### config.mk
export PLATFORM = sky130hd
export DESIGN_NAME = bsr_rung_evaluator
export DESIGN_NICKNAME = d
export VERILOG_FILES = /design/src/inc/bsr_pkg.sv /design/src/inc/bsr_stack_if.sv /design/src/verilog/bsr_bool_stack.sv /design/src/verilog/bsr_rung_evaluator.sv /design/src/verilog/bsr_word_bit_select.sv
export SDC_FILE = /design/constraint.sdc
export NUM_CORES = 1
export LEC_CHECK = 0
export ABC_AREA = 1
export ABC_CLOCK_PERIOD_IN_PS = 5700
export CORE_ASPECT_RATIO = 1.75
export CORE_UTILIZATION = 30
export DETAILED_ROUTE_END_ITERATION = 6
export DONT_BUFFER_PORTS = 1
export PLACE_DENSITY_LB_ADDON = 0.05
export SLEW_MARGIN = 40
export SYNTH_ARGS = -nofsm -noshare
export SYNTH_HDL_FRONTEND = slang
export SYNTH_HIERARCHICAL = 1
export SYNTH_SLANG_ARGS = --single-unit
### constraint.sdc
create_clock -name clk -period 5.7 [get_ports clk]
set_input_delay 0.57 -clock clk [delete_from_list [all_inputs] [get_ports clk]]
set_output_delay 0.57 -clock clk [all_outputs]
set_load 0.02 [all_outputs]
### src/inc/bsr_pkg.sv
// Package of constants and types for the boolean stack rung evaluator
package bsr_pkg;
  // Stack depth and operand widths
  localparam int BSR_STACK_DEPTH = 8;
  localparam int BSR_ADDR_W = 10;
  localparam int BSR_WORD_W = 16;
  localparam int BSR_BIT_IDX_W = 5;
  // Operand limits, octal addresses and BCD bit index
  localparam logic [10:0] BSR_IO_MAX = 11'h1ff;
  localparam logic [10:0] BSR_CR_MAX = 11'h3ff;
  localparam logic [4:0] BSR_BIT_MAX_BCD = 5'h15;
  // Operand spaces
  localparam logic [1:0] BSR_SPACE_IN = 2'h0;
  localparam logic [1:0] BSR_SPACE_OUT = 2'h1;
  localparam logic [1:0] BSR_SPACE_CR = 2'h2;
  // Reset values
  localparam logic [7:0] BSR_STACK_RST = 8'h00;
  localparam logic [3:0] BSR_DEPTH_RST = 4'h0;
  // Opcode field width
  localparam int BSR_OP_W = 5;
  // Instruction codes
  typedef enum logic [4:0] {
    BSR_OP_NOP = 5'h00,
    BSR_OP_PUSH_CONTACT = 5'h01,
    BSR_OP_PUSH_INVERTED_CONTACT = 5'h02,
    BSR_OP_PUSH_WORD_BIT = 5'h03,
    BSR_OP_PUSH_INVERTED_WORD_BIT = 5'h04,
    BSR_OP_OR_CONTACT = 5'h05,
    BSR_OP_OR_INVERTED_CONTACT = 5'h06,
    BSR_OP_OR_WORD_BIT = 5'h07,
    BSR_OP_OR_INVERTED_WORD_BIT = 5'h08,
    BSR_OP_AND_CONTACT = 5'h09,
    BSR_OP_AND_INVERTED_CONTACT = 5'h0a,
    BSR_OP_AND_WORD_BIT = 5'h0b,
    BSR_OP_AND_INVERTED_WORD_BIT = 5'h0c,
    BSR_OP_SERIES_BRANCH_JOIN = 5'h0d,
    BSR_OP_PARALLEL_BRANCH_JOIN = 5'h0e,
    BSR_OP_CMP_EQ = 5'h0f,
    BSR_OP_CMP_NE = 5'h10,
    BSR_OP_CMP_GE = 5'h11,
    BSR_OP_CMP_LT = 5'h12,
    BSR_OP_PUSH_IMMEDIATE = 5'h13,
    BSR_OP_OR_IMMEDIATE = 5'h14,
    BSR_OP_AND_IMMEDIATE = 5'h15,
    BSR_OP_OUT = 5'h16,
    BSR_OP_OUT_IMMEDIATE = 5'h17,
    BSR_OP_RUNG_START = 5'h18,
    BSR_OP_END = 5'h19
  } bsr_op_e;
  // Evaluator states
  typedef enum logic [1:0] {
    BSR_ST_IDLE,
    BSR_ST_RUN,
    BSR_ST_DONE
  } bsr_state_e;
endpackage

### src/inc/bsr_stack_if.sv
// Interface between the evaluator core and its boolean stack
`timescale 1ns/1ps
interface bsr_stack_if;
  logic push; // Push new value
  logic pop; // Combine top two
  logic modify; // Replace top value
  logic clear; // Empty the stack
  logic value; // Value to push or write to top
  logic top; // Current top
  logic second; // Level below top
  logic [3:0] depth; // Levels in use
  logic overflow; // Push past capacity
  logic underflow; // Join with fewer than two levels
  modport core (output push, pop, modify, clear, value, input top, second, depth, overflow, underflow);
  modport stack (input push, pop, modify, clear, value, output top, second, depth, overflow, underflow);
endinterface

### src/verilog/bsr_bool_stack.sv
// Eight-level boolean stack used to solve one rung
`timescale 1ns/1ps
module bsr_bool_stack
  import bsr_pkg::*;
#(
  parameter int DEPTH = BSR_STACK_DEPTH
) (
  // Clock and reset
  input wire logic clk,
  input wire logic nrst,
  // Stack operations
  bsr_stack_if.stack sif
);
  logic [DEPTH-1:0] lvl_reg; // Level 0 is top
  logic [3:0] depth_reg; // Levels in use
  logic [DEPTH-1:0] lvl_next;

  // Next contents, one level at a time
  genvar gi;
  generate
    for (gi = 0; gi < DEPTH; gi++) begin : g_lvl
      always_comb begin
        lvl_next[gi] = lvl_reg[gi];
        if (sif.clear) begin
          lvl_next[gi] = 1'b0;
        end else if (sif.push) begin
          // New value on top, others move down
          lvl_next[gi] = (gi == 0) ? sif.value : lvl_reg[(gi == 0) ? 0 : gi - 1];
        end else if (sif.pop) begin
          // Top two merge into one, others move up
          if (gi == 0) begin
            lvl_next[gi] = sif.value;
          end else begin
            lvl_next[gi] = (gi == DEPTH - 1) ? 1'b0 : lvl_reg[(gi == DEPTH - 1) ? gi : gi + 1];
          end
        end else if (sif.modify && gi == 0) begin
          lvl_next[gi] = sif.value;
        end
      end
    end
  endgenerate

  // Stack storage
  always_ff @(posedge clk or negedge nrst) begin
    if (!nrst) begin
      lvl_reg <= DEPTH'(BSR_STACK_RST);
    end else begin
      lvl_reg <= lvl_next;
    end
  end

  // Depth tracking
  always_ff @(posedge clk or negedge nrst) begin
    if (!nrst) begin
      depth_reg <= BSR_DEPTH_RST;
    end else if (sif.clear) begin
      depth_reg <= BSR_DEPTH_RST;
    end else if (sif.push && depth_reg < 4'(DEPTH)) begin
      depth_reg <= depth_reg + 4'h1;
    end else if (sif.pop && depth_reg > 4'h1) begin
      depth_reg <= depth_reg - 4'h1;
    end
  end

  // Status toward the core
  assign sif.top = lvl_reg[0];
  assign sif.second = lvl_reg[1];
  assign sif.depth = depth_reg;
  assign sif.overflow = sif.push && (depth_reg == 4'(DEPTH));
  assign sif.underflow = sif.pop && (depth_reg < 4'h2);
endmodule // bsr_bool_stack

### src/verilog/bsr_rung_evaluator.sv
// Boolean stack rung evaluator core
`timescale 1ns/1ps
// Notes on behaviour
// - End instruction finishes the scan
// - Loads push value, older levels move down
// - Stack eight deep, overflow flagged
// - Joins merge top two levels
// - Normal load pushes image point value
// - Inverted load pushes complemented image value
// - Word-bit load uses BCD index bit
// - Inverted word-bit load pushes complement
// - Parallel contact ORs image value
// - Parallel inverted contact ORs complement
// - Parallel word-bit ORs bit or complement
// - Series contact ANDs image value
// - Series inverted contact ANDs complement
// - Series word-bit ANDs bit or complement
// - Series join ANDs two branches
// - Parallel join ORs two branches
// - Compare two 4-digit values: eq, ne, ge, lt
// - Immediate input used once, image untouched
// - Immediate output drives pin and image
// - Series contact after output continues rung
module bsr_rung_evaluator
  import bsr_pkg::*;
#(
  parameter int ADDR_W = BSR_ADDR_W,
  parameter int WORD_W = BSR_WORD_W
) (
  // Clock and reset
  input wire logic clk,
  input wire logic nrst,
  // Scan control
  input wire logic scan_start,
  output logic scan_done,
  output logic busy,
  // Instruction stream
  input wire logic instr_valid,
  output logic instr_ready,
  input wire logic [4:0] instr_op,
  input wire logic [1:0] instr_space,
  input wire logic [ADDR_W:0] instr_addr,
  input wire logic [4:0] instr_bit_bcd,
  input wire logic [WORD_W-1:0] instr_cmp_a,
  input wire logic [WORD_W-1:0] instr_cmp_b,
  // Image point read
  input wire logic image_bit,
  // Memory word read (direct or via pointer, resolved outside)
  input wire logic [WORD_W-1:0] mem_word,
  // Physical input pin for immediate reads
  input wire logic phys_in,
  // Image write
  output logic image_we,
  output logic [1:0] image_space,
  output logic [ADDR_W:0] image_addr,
  output logic image_wdata,
  // Physical output for immediate writes
  output logic phys_we,
  output logic [ADDR_W:0] phys_addr,
  output logic phys_wdata,
  // Errors and result
  output logic stack_error,
  output logic operand_error,
  output logic rung_result
);
  bsr_stack_if sif ();

  bsr_state_e state_reg; // Scan state
  logic exec_reg; // Second cycle of a word-bit instruction
  bsr_op_e op_reg; // Last taken opcode, held for trace
  logic [2:0] phys_sync_reg; // Pin synchroniser
  logic phys_in_s; // Agreed pin level
  logic wb_val; // Selected word bit
  logic wb_bad; // Bad bit index
  logic accept; // Instruction taken this cycle
  logic contact; // Contact value for this instruction
  logic cmp_res; // Comparison outcome
  logic range_bad; // Address out of range
  bsr_op_e op; // Decoded opcode

  // Word bit selector, one cycle latency
  bsr_word_bit_select #(.WORD_W(WORD_W)) u_wbs (
    .clk(clk),
    .nrst(nrst),
    .word(mem_word),
    .bit_bcd(instr_bit_bcd),
    .bit_val(wb_val),
    .bad_index(wb_bad)
  );

  // Boolean stack
  bsr_bool_stack #(.DEPTH(BSR_STACK_DEPTH)) u_stack (
    .clk(clk),
    .nrst(nrst),
    .sif(sif)
  );

  // Three-stage synchroniser for the immediate input pin
  always_ff @(posedge clk or negedge nrst) begin
    if (!nrst) begin
      phys_sync_reg <= 3'h0;
    end else begin
      phys_sync_reg <= {phys_sync_reg[1:0], phys_in};
    end
  end

  // Pin level held until the last two stages agree
  logic phys_lvl_reg;
  always_ff @(posedge clk or negedge nrst) begin
    if (!nrst) begin
      phys_lvl_reg <= 1'b0;
    end else if (phys_sync_reg[1] == phys_sync_reg[2]) begin
      phys_lvl_reg <= phys_sync_reg[2];
    end
  end
  assign phys_in_s = phys_lvl_reg;

  // Opcode decode
  always_comb begin
    op = bsr_op_e'(instr_op);
  end

  // Word-bit ops take two cycles while the bit is fetched
  function automatic logic is_word_bit(bsr_op_e o);
    return o inside {BSR_OP_PUSH_WORD_BIT, BSR_OP_PUSH_INVERTED_WORD_BIT, BSR_OP_OR_WORD_BIT,
                     BSR_OP_OR_INVERTED_WORD_BIT, BSR_OP_AND_WORD_BIT, BSR_OP_AND_INVERTED_WORD_BIT};
  endfunction

  // Ready when running and not inside a word-bit fetch
  always_comb begin
    instr_ready = (state_reg == BSR_ST_RUN) && !(is_word_bit(op) && !exec_reg);
    accept = instr_valid && instr_ready;
  end

  // Operand range check per space
  always_comb begin
    case (instr_space)
      BSR_SPACE_IN, BSR_SPACE_OUT: range_bad = 11'(instr_addr) > BSR_IO_MAX;
      BSR_SPACE_CR: range_bad = 11'(instr_addr) > BSR_CR_MAX;
      default: range_bad = 1'b1;
    endcase
  end

  // Comparison of two four-digit BCD values
  always_comb begin
    case (op)
      BSR_OP_CMP_EQ: cmp_res = instr_cmp_a == instr_cmp_b;
      BSR_OP_CMP_NE: cmp_res = instr_cmp_a != instr_cmp_b;
      BSR_OP_CMP_GE: cmp_res = instr_cmp_a >= instr_cmp_b;
      BSR_OP_CMP_LT: cmp_res = instr_cmp_a < instr_cmp_b;
      default: cmp_res = 1'b0;
    endcase
  end

  // Contact value and stack action
  always_comb begin
    contact = 1'b0;
    sif.push = 1'b0;
    sif.pop = 1'b0;
    sif.modify = 1'b0;
    sif.clear = 1'b0;
    sif.value = 1'b0;
    if (state_reg == BSR_ST_IDLE && scan_start) begin
      sif.clear = 1'b1;
    end else if (accept) begin
      case (op)
        BSR_OP_RUNG_START: sif.clear = 1'b1;
        BSR_OP_PUSH_CONTACT: begin
          sif.push = 1'b1;
          sif.value = image_bit;
        end
        BSR_OP_PUSH_INVERTED_CONTACT: begin
          sif.push = 1'b1;
          sif.value = !image_bit;
        end
        BSR_OP_PUSH_WORD_BIT: begin
          sif.push = 1'b1;
          sif.value = wb_val;
        end
        BSR_OP_PUSH_INVERTED_WORD_BIT: begin
          sif.push = 1'b1;
          sif.value = !wb_val;
        end
        BSR_OP_PUSH_IMMEDIATE: begin
          sif.push = 1'b1;
          sif.value = phys_in_s;
        end
        BSR_OP_CMP_EQ, BSR_OP_CMP_NE, BSR_OP_CMP_GE, BSR_OP_CMP_LT: begin
          sif.push = 1'b1;
          sif.value = cmp_res;
        end
        BSR_OP_OR_CONTACT, BSR_OP_OR_INVERTED_CONTACT, BSR_OP_OR_WORD_BIT,
        BSR_OP_OR_INVERTED_WORD_BIT, BSR_OP_OR_IMMEDIATE: begin
          case (op)
            BSR_OP_OR_CONTACT: contact = image_bit;
            BSR_OP_OR_INVERTED_CONTACT: contact = !image_bit;
            BSR_OP_OR_WORD_BIT: contact = wb_val;
            BSR_OP_OR_INVERTED_WORD_BIT: contact = !wb_val;
            default: contact = phys_in_s;
          endcase
          sif.modify = 1'b1;
          sif.value = sif.top | contact;
        end
        BSR_OP_AND_CONTACT, BSR_OP_AND_INVERTED_CONTACT, BSR_OP_AND_WORD_BIT,
        BSR_OP_AND_INVERTED_WORD_BIT, BSR_OP_AND_IMMEDIATE: begin
          case (op)
            BSR_OP_AND_CONTACT: contact = image_bit;
            BSR_OP_AND_INVERTED_CONTACT: contact = !image_bit;
            BSR_OP_AND_WORD_BIT: contact = wb_val;
            BSR_OP_AND_INVERTED_WORD_BIT: contact = !wb_val;
            default: contact = phys_in_s;
          endcase
          // Top stays on stack after outputs, so rung goes on
          sif.modify = 1'b1;
          sif.value = sif.top & contact;
        end
        BSR_OP_SERIES_BRANCH_JOIN: begin
          sif.pop = 1'b1;
          sif.value = sif.top & sif.second;
        end
        BSR_OP_PARALLEL_BRANCH_JOIN: begin
          sif.pop = 1'b1;
          sif.value = sif.top | sif.second;
        end
        default: ;
      endcase
    end
  end

  // Scan state machine
  always_ff @(posedge clk or negedge nrst) begin
    if (!nrst) begin
      state_reg <= BSR_ST_IDLE;
    end else begin
      case (state_reg)
        BSR_ST_IDLE: if (scan_start) begin
          state_reg <= BSR_ST_RUN;
        end
        BSR_ST_RUN: if (accept && op == BSR_OP_END) begin
          state_reg <= BSR_ST_DONE;
        end
        BSR_ST_DONE: state_reg <= BSR_ST_IDLE;
        default: state_reg <= BSR_ST_IDLE;
      endcase
    end
  end

  // Word-bit fetch phase
  always_ff @(posedge clk or negedge nrst) begin
    if (!nrst) begin
      exec_reg <= 1'b0;
    end else if (exec_reg) begin
      exec_reg <= !accept;
    end else begin
      exec_reg <= instr_valid && (state_reg == BSR_ST_RUN) && is_word_bit(op);
    end
  end

  // Held opcode for trace of the last taken instruction
  always_ff @(posedge clk or negedge nrst) begin
    if (!nrst) begin
      op_reg <= BSR_OP_NOP;
    end else if (accept) begin
      op_reg <= op;
    end
  end

  // Scan status outputs
  always_ff @(posedge clk or negedge nrst) begin
    if (!nrst) begin
      scan_done <= 1'b0;
      busy <= 1'b0;
    end else begin
      scan_done <= accept && op == BSR_OP_END;
      busy <= (state_reg == BSR_ST_RUN) && !(accept && op == BSR_OP_END);
    end
  end

  // Coil writes to image and pins, top not popped
  always_ff @(posedge clk or negedge nrst) begin
    if (!nrst) begin
      image_we <= 1'b0;
      image_space <= BSR_SPACE_IN;
      image_addr <= '0;
      image_wdata <= 1'b0;
      phys_we <= 1'b0;
      phys_addr <= '0;
      phys_wdata <= 1'b0;
    end else begin
      image_we <= accept && (op == BSR_OP_OUT || op == BSR_OP_OUT_IMMEDIATE) && !range_bad;
      phys_we <= accept && op == BSR_OP_OUT_IMMEDIATE && !range_bad;
      if (accept) begin
        image_space <= (op == BSR_OP_OUT_IMMEDIATE) ? BSR_SPACE_OUT : instr_space;
        image_addr <= instr_addr;
        image_wdata <= sif.top;
        phys_addr <= instr_addr;
        phys_wdata <= sif.top;
      end
    end
  end

  // Sticky errors, cleared at scan start; a new error wins
  always_ff @(posedge clk or negedge nrst) begin
    if (!nrst) begin
      stack_error <= 1'b0;
      operand_error <= 1'b0;
    end else begin
      if (sif.overflow || sif.underflow) begin
        stack_error <= 1'b1;
      end else if (state_reg == BSR_ST_IDLE && scan_start) begin
        stack_error <= 1'b0;
      end
      if (accept && ((range_bad && !is_word_bit(op) && op != BSR_OP_NOP && op != BSR_OP_END &&
          op != BSR_OP_RUNG_START && op != BSR_OP_SERIES_BRANCH_JOIN && op != BSR_OP_PARALLEL_BRANCH_JOIN &&
          !(op inside {BSR_OP_CMP_EQ, BSR_OP_CMP_NE, BSR_OP_CMP_GE, BSR_OP_CMP_LT})) ||
          (is_word_bit(op) && wb_bad))) begin
        operand_error <= 1'b1;
      end else if (state_reg == BSR_ST_IDLE && scan_start) begin
        operand_error <= 1'b0;
      end
    end
  end

  // Registered rung result follows the stack top
  always_ff @(posedge clk or negedge nrst) begin
    if (!nrst) begin
      rung_result <= 1'b0;
    end else begin
      rung_result <= sif.top;
    end
  end
endmodule // bsr_rung_evaluator

### src/verilog/bsr_word_bit_select.sv
// Registered word-bit selector with BCD bit index
`timescale 1ns/1ps
module bsr_word_bit_select
  import bsr_pkg::*;
#(
  parameter int WORD_W = BSR_WORD_W
) (
  // Clock and reset
  input wire logic clk,
  input wire logic nrst,
  // Word and index
  input wire logic [WORD_W-1:0] word,
  input wire logic [4:0] bit_bcd,
  // Selected bit and index error
  output logic bit_val,
  output logic bad_index
);
  logic [4:0] bin_idx; // Binary bit number
  logic bcd_ok; // Index legal

  // BCD tens and units into binary, legal 0 to 15
  always_comb begin
    bin_idx = 5'((bit_bcd[4] ? 5'h0a : 5'h00) + {1'b0, bit_bcd[3:0]});
    bcd_ok = (bit_bcd[3:0] <= 4'h9) && (bit_bcd <= BSR_BIT_MAX_BCD);
  end

  // Selected bit out of a register
  always_ff @(posedge clk or negedge nrst) begin
    if (!nrst) begin
      bit_val <= 1'b0;
      bad_index <= 1'b0;
    end else begin
      bit_val <= bcd_ok ? word[bin_idx[3:0]] : 1'b0;
      bad_index <= !bcd_ok;
    end
  end
endmodule // bsr_word_bit_select
==> metrics.cfg <==
[power]
leakagePower_nw=1.71
p_sw_share_pct=44.8
seqPwrFrac_pct=47.1
p_int_w=0.000690
p_sw_w=0.000560
clock_power_share_pct=22.7
pwr-share-comb_pct=30.2
powerDensity_mw_per_mm2=375
ir_drop_mv=0.165
p_total_w=0.00125

[detailed_routing]
via_count=2731
via_per_inst=4.83
routedWlPerCell_um=14.0
wl_mm=7.91
drc=0
drtPass1Iterations=4
ant_nets=0
first_iter_violations=159

[timing]
setup_ws_ns=3.49
finalClockSkew_ns=0.00606
fin_setup_tns_ns=0
finalHoldViolations=0
clock.fmax_mhz=452
rsz0062_at_grt=false
slew_headroom_pct=63.9
worstMarginPinSlew_ns=0.539
min_period_ns=2.21
setup_viol_count_final=0
drv_slew=0
fin_crit_sh_pct=38.8

[grt]
grt_start_max_net_pins=43
grt_pass1_wl_mm=12.3
grt_pass1_vias=2665
antenna_found_initial=0
grtUsageTotal_pct=14.6
grt_overflow=0

[cells_and_area]
final_area_sq_mm=0.00333
layout_commonest_cell=nand2_1
fill_cells=1145
diodes=0
layout_common_cells=nand2_1 (144), inv_1 (54), dfrtp_1 (42), nand3_1 (31), nor2_1 (30)
nets=537
drive_gt1_share_pct=8.22
largest_register_ffs=11
syn2layout_area_growth_pct=5.55

[floorplan]
rows=49
core-area_sq_mm=0.0102
start_util_pct=30.8
pin_count=111
dieArea_sq_mm=0.0109
die_y_um=138
die_x_um=79.5

[clocking]
clk_pin_slew_ns=0.06
cts_tree=yes
cts_buffers=5
clk_latency_ns=0.28
numClockSinks=42
ctsRootBufferMaster=clkbuf_16
clockBufferDepth=2
htreeDepth=2
postCtsSetupRepairBufs=0
cts_resized=0

[setup_path]
start_kind=primary input
cp_data_required_time_ns=5.84
crit_arrival_ns=2.35
crit_type=primary input to register
r2r_cells=7
endpoint_kind=register
crit_fanout=16

[yosys]
yosysSeqAreaShare_pct=33.3
syn_nets=548
netlist_top_cells_area=dfrtp_1 (33%), nand2_1 (17%), ha_1 (9.1%)
ys_ff_latch=42
ys_types=38
yosysTopAreaCell=dfrtp_1
synth.avg_cell_area_sq_um=7.04
synth.top_cell.area_share_pct=33.3
syn_area_sq_mm=0.00316
netlist_instances=448
yosys_warnings=6

[hold_path]
hp-class=primary input to async pin

[run_status]
status=completed

[run]
max-cap-violations=0

[placed_design]
post-place-ws_ns=3.12
dpl.hpwl_mm=6.37
numPortBuffers=0
dpl_cell_area_sq_mm=0.00316
place_congestion=0.873

==> metal layers <==
layer	global-route usage, %	up-vias	routed length [um]
met1	13.9	1209	2930
met5	0	-	0
met2	28.4	102	4260
li1	-	1402	-
met4	8.28	0	284
met3	2.58	18	440
==> area by class of cell <==
cell class	count	area (sq um)	share of cell area [%]
Sequential cell	42	1050	31.6
Clock buffer	6	129	3.87
Inverter	64	240	7.21
Timing Repair Buffer	3	42.5	1.28
Clock inverter	2	13.8	0.413
Tap cell	127	159	4.77
Multi-Input combinational cell	321	1700	50.9
==> power groups by stage <==
stage | clock network [W] | registers (W) | logic (W)
after floorplan | 0 | 0.000517 | 0.000419
final | 0.000284 | 0.000589 | 0.000377
after global placement | 0 | 0.000598 | 0.000373
after global routing | 0.000304 | 0.000608 | 0.000438
after detailed placement | 0 | 0.000596 | 0.000376
after CTS | 0.000295 | 0.000592 | 0.000385
==> worst max-delay path, cell delays in order <==
cell	delay, ns
nor2_2	0.27
nand2_1	0.15
o21ai_2	0.20
nor3_4	0.07
o21bai_2	0.23
a21oi_1	0.07
buf_4	0.20
o21ai_1	0.41
o22ai_1	0.17
==> cells in the mapped netlist <==
cell type / n
nand2_1: 144
inv_1: 54
dfrtp_1: 42
nand3_1: 31
nor2_1: 30
ha_1: 23
o21ai_0: 23
a21oi_1: 18
buf_4: 13
inv_2: 10
nand4_1: 7
o21ai_1: 6
o22ai_1: 6
buf_6: 5
nor2_2: 4
buf_2: 3
nand2_2: 3
nor4_1: 3
nor3_1: 2
o21a_1: 2
or2_1: 2
a211o_1: 1
a21oi_4: 1
a31oi_1: 1
a41oi_2: 1
and2_1: 1
maj3_1: 1
nand3_2: 1
nand3_4: 1
nand3b_1: 1
nor3_2: 1
nor3_4: 1
nor4_2: 1
o211ai_1: 1
o21ai_2: 1
o21bai_2: 1
o32ai_1: 1
xor2_1: 1
==> path summary, 6_finish.rpt <==
check / from / endpoint / slack, ns
worst min register to register: phys_sync_reg[0]$_DFF_PN0_ / phys_sync_reg[1]$_DFF_PN0_ / 0.36
max in group asynchronous: nrst / u_stack/sif.depth[2]$_DFFE_PN0P_ / 5.37
worst max-delay path: instr_op[1] / u_stack/lvl_reg[3]$_DFFE_PN0P_ / 3.49
min in group clk: phys_in / phys_sync_reg[0]$_DFF_PN0_ / 0.31
worst max register to register: state_reg[1]$_DFFE_PN0P_ / u_stack/lvl_reg[3]$_DFFE_PN0P_ / 3.84
worst min-delay path: nrst / image_space[0]$_DFFE_PN0P_ / 0.12
==> what timing repair did <==
action                     4_1_cts  5_1_grt
hold buffers                     1        0
hold endpoints to repair        42        0
setup endpoints to repair        0        0
==> kinds of logic (layout without fill, tap and decap cells) <==
| kind of cell | count (synthesis) | in the layout | synth area share (%) |
|---|---|---|---|
| buffers and inverters | 85 | 75 | 13.0 |
| AO/OA/AOI/OAI | 63 | 63 | 11.8 |
| flip-flops | 42 | 42 | 33.3 |
| XOR/XNOR | 1 | 1 | 0.278 |
| adder cells (fa/ha/maj) | 24 | 24 | 9.44 |
| AND/OR/NAND/NOR | 233 | 233 | 32.2 |
==> metrics by stage <==
step	cells	utilization (%)	hold slack [ns]
3_3_place_gp	556	30.9	0.275
3_5_place_dp	556	30.9	0.275
6_report	565	32.5	0.118
5_1_grt	565	32.5	0.129
4_1_cts	565	32.5	0.122
2_1_floorplan	448	-	0.274
Note: power is estimated with default switching activity, not from simulation.
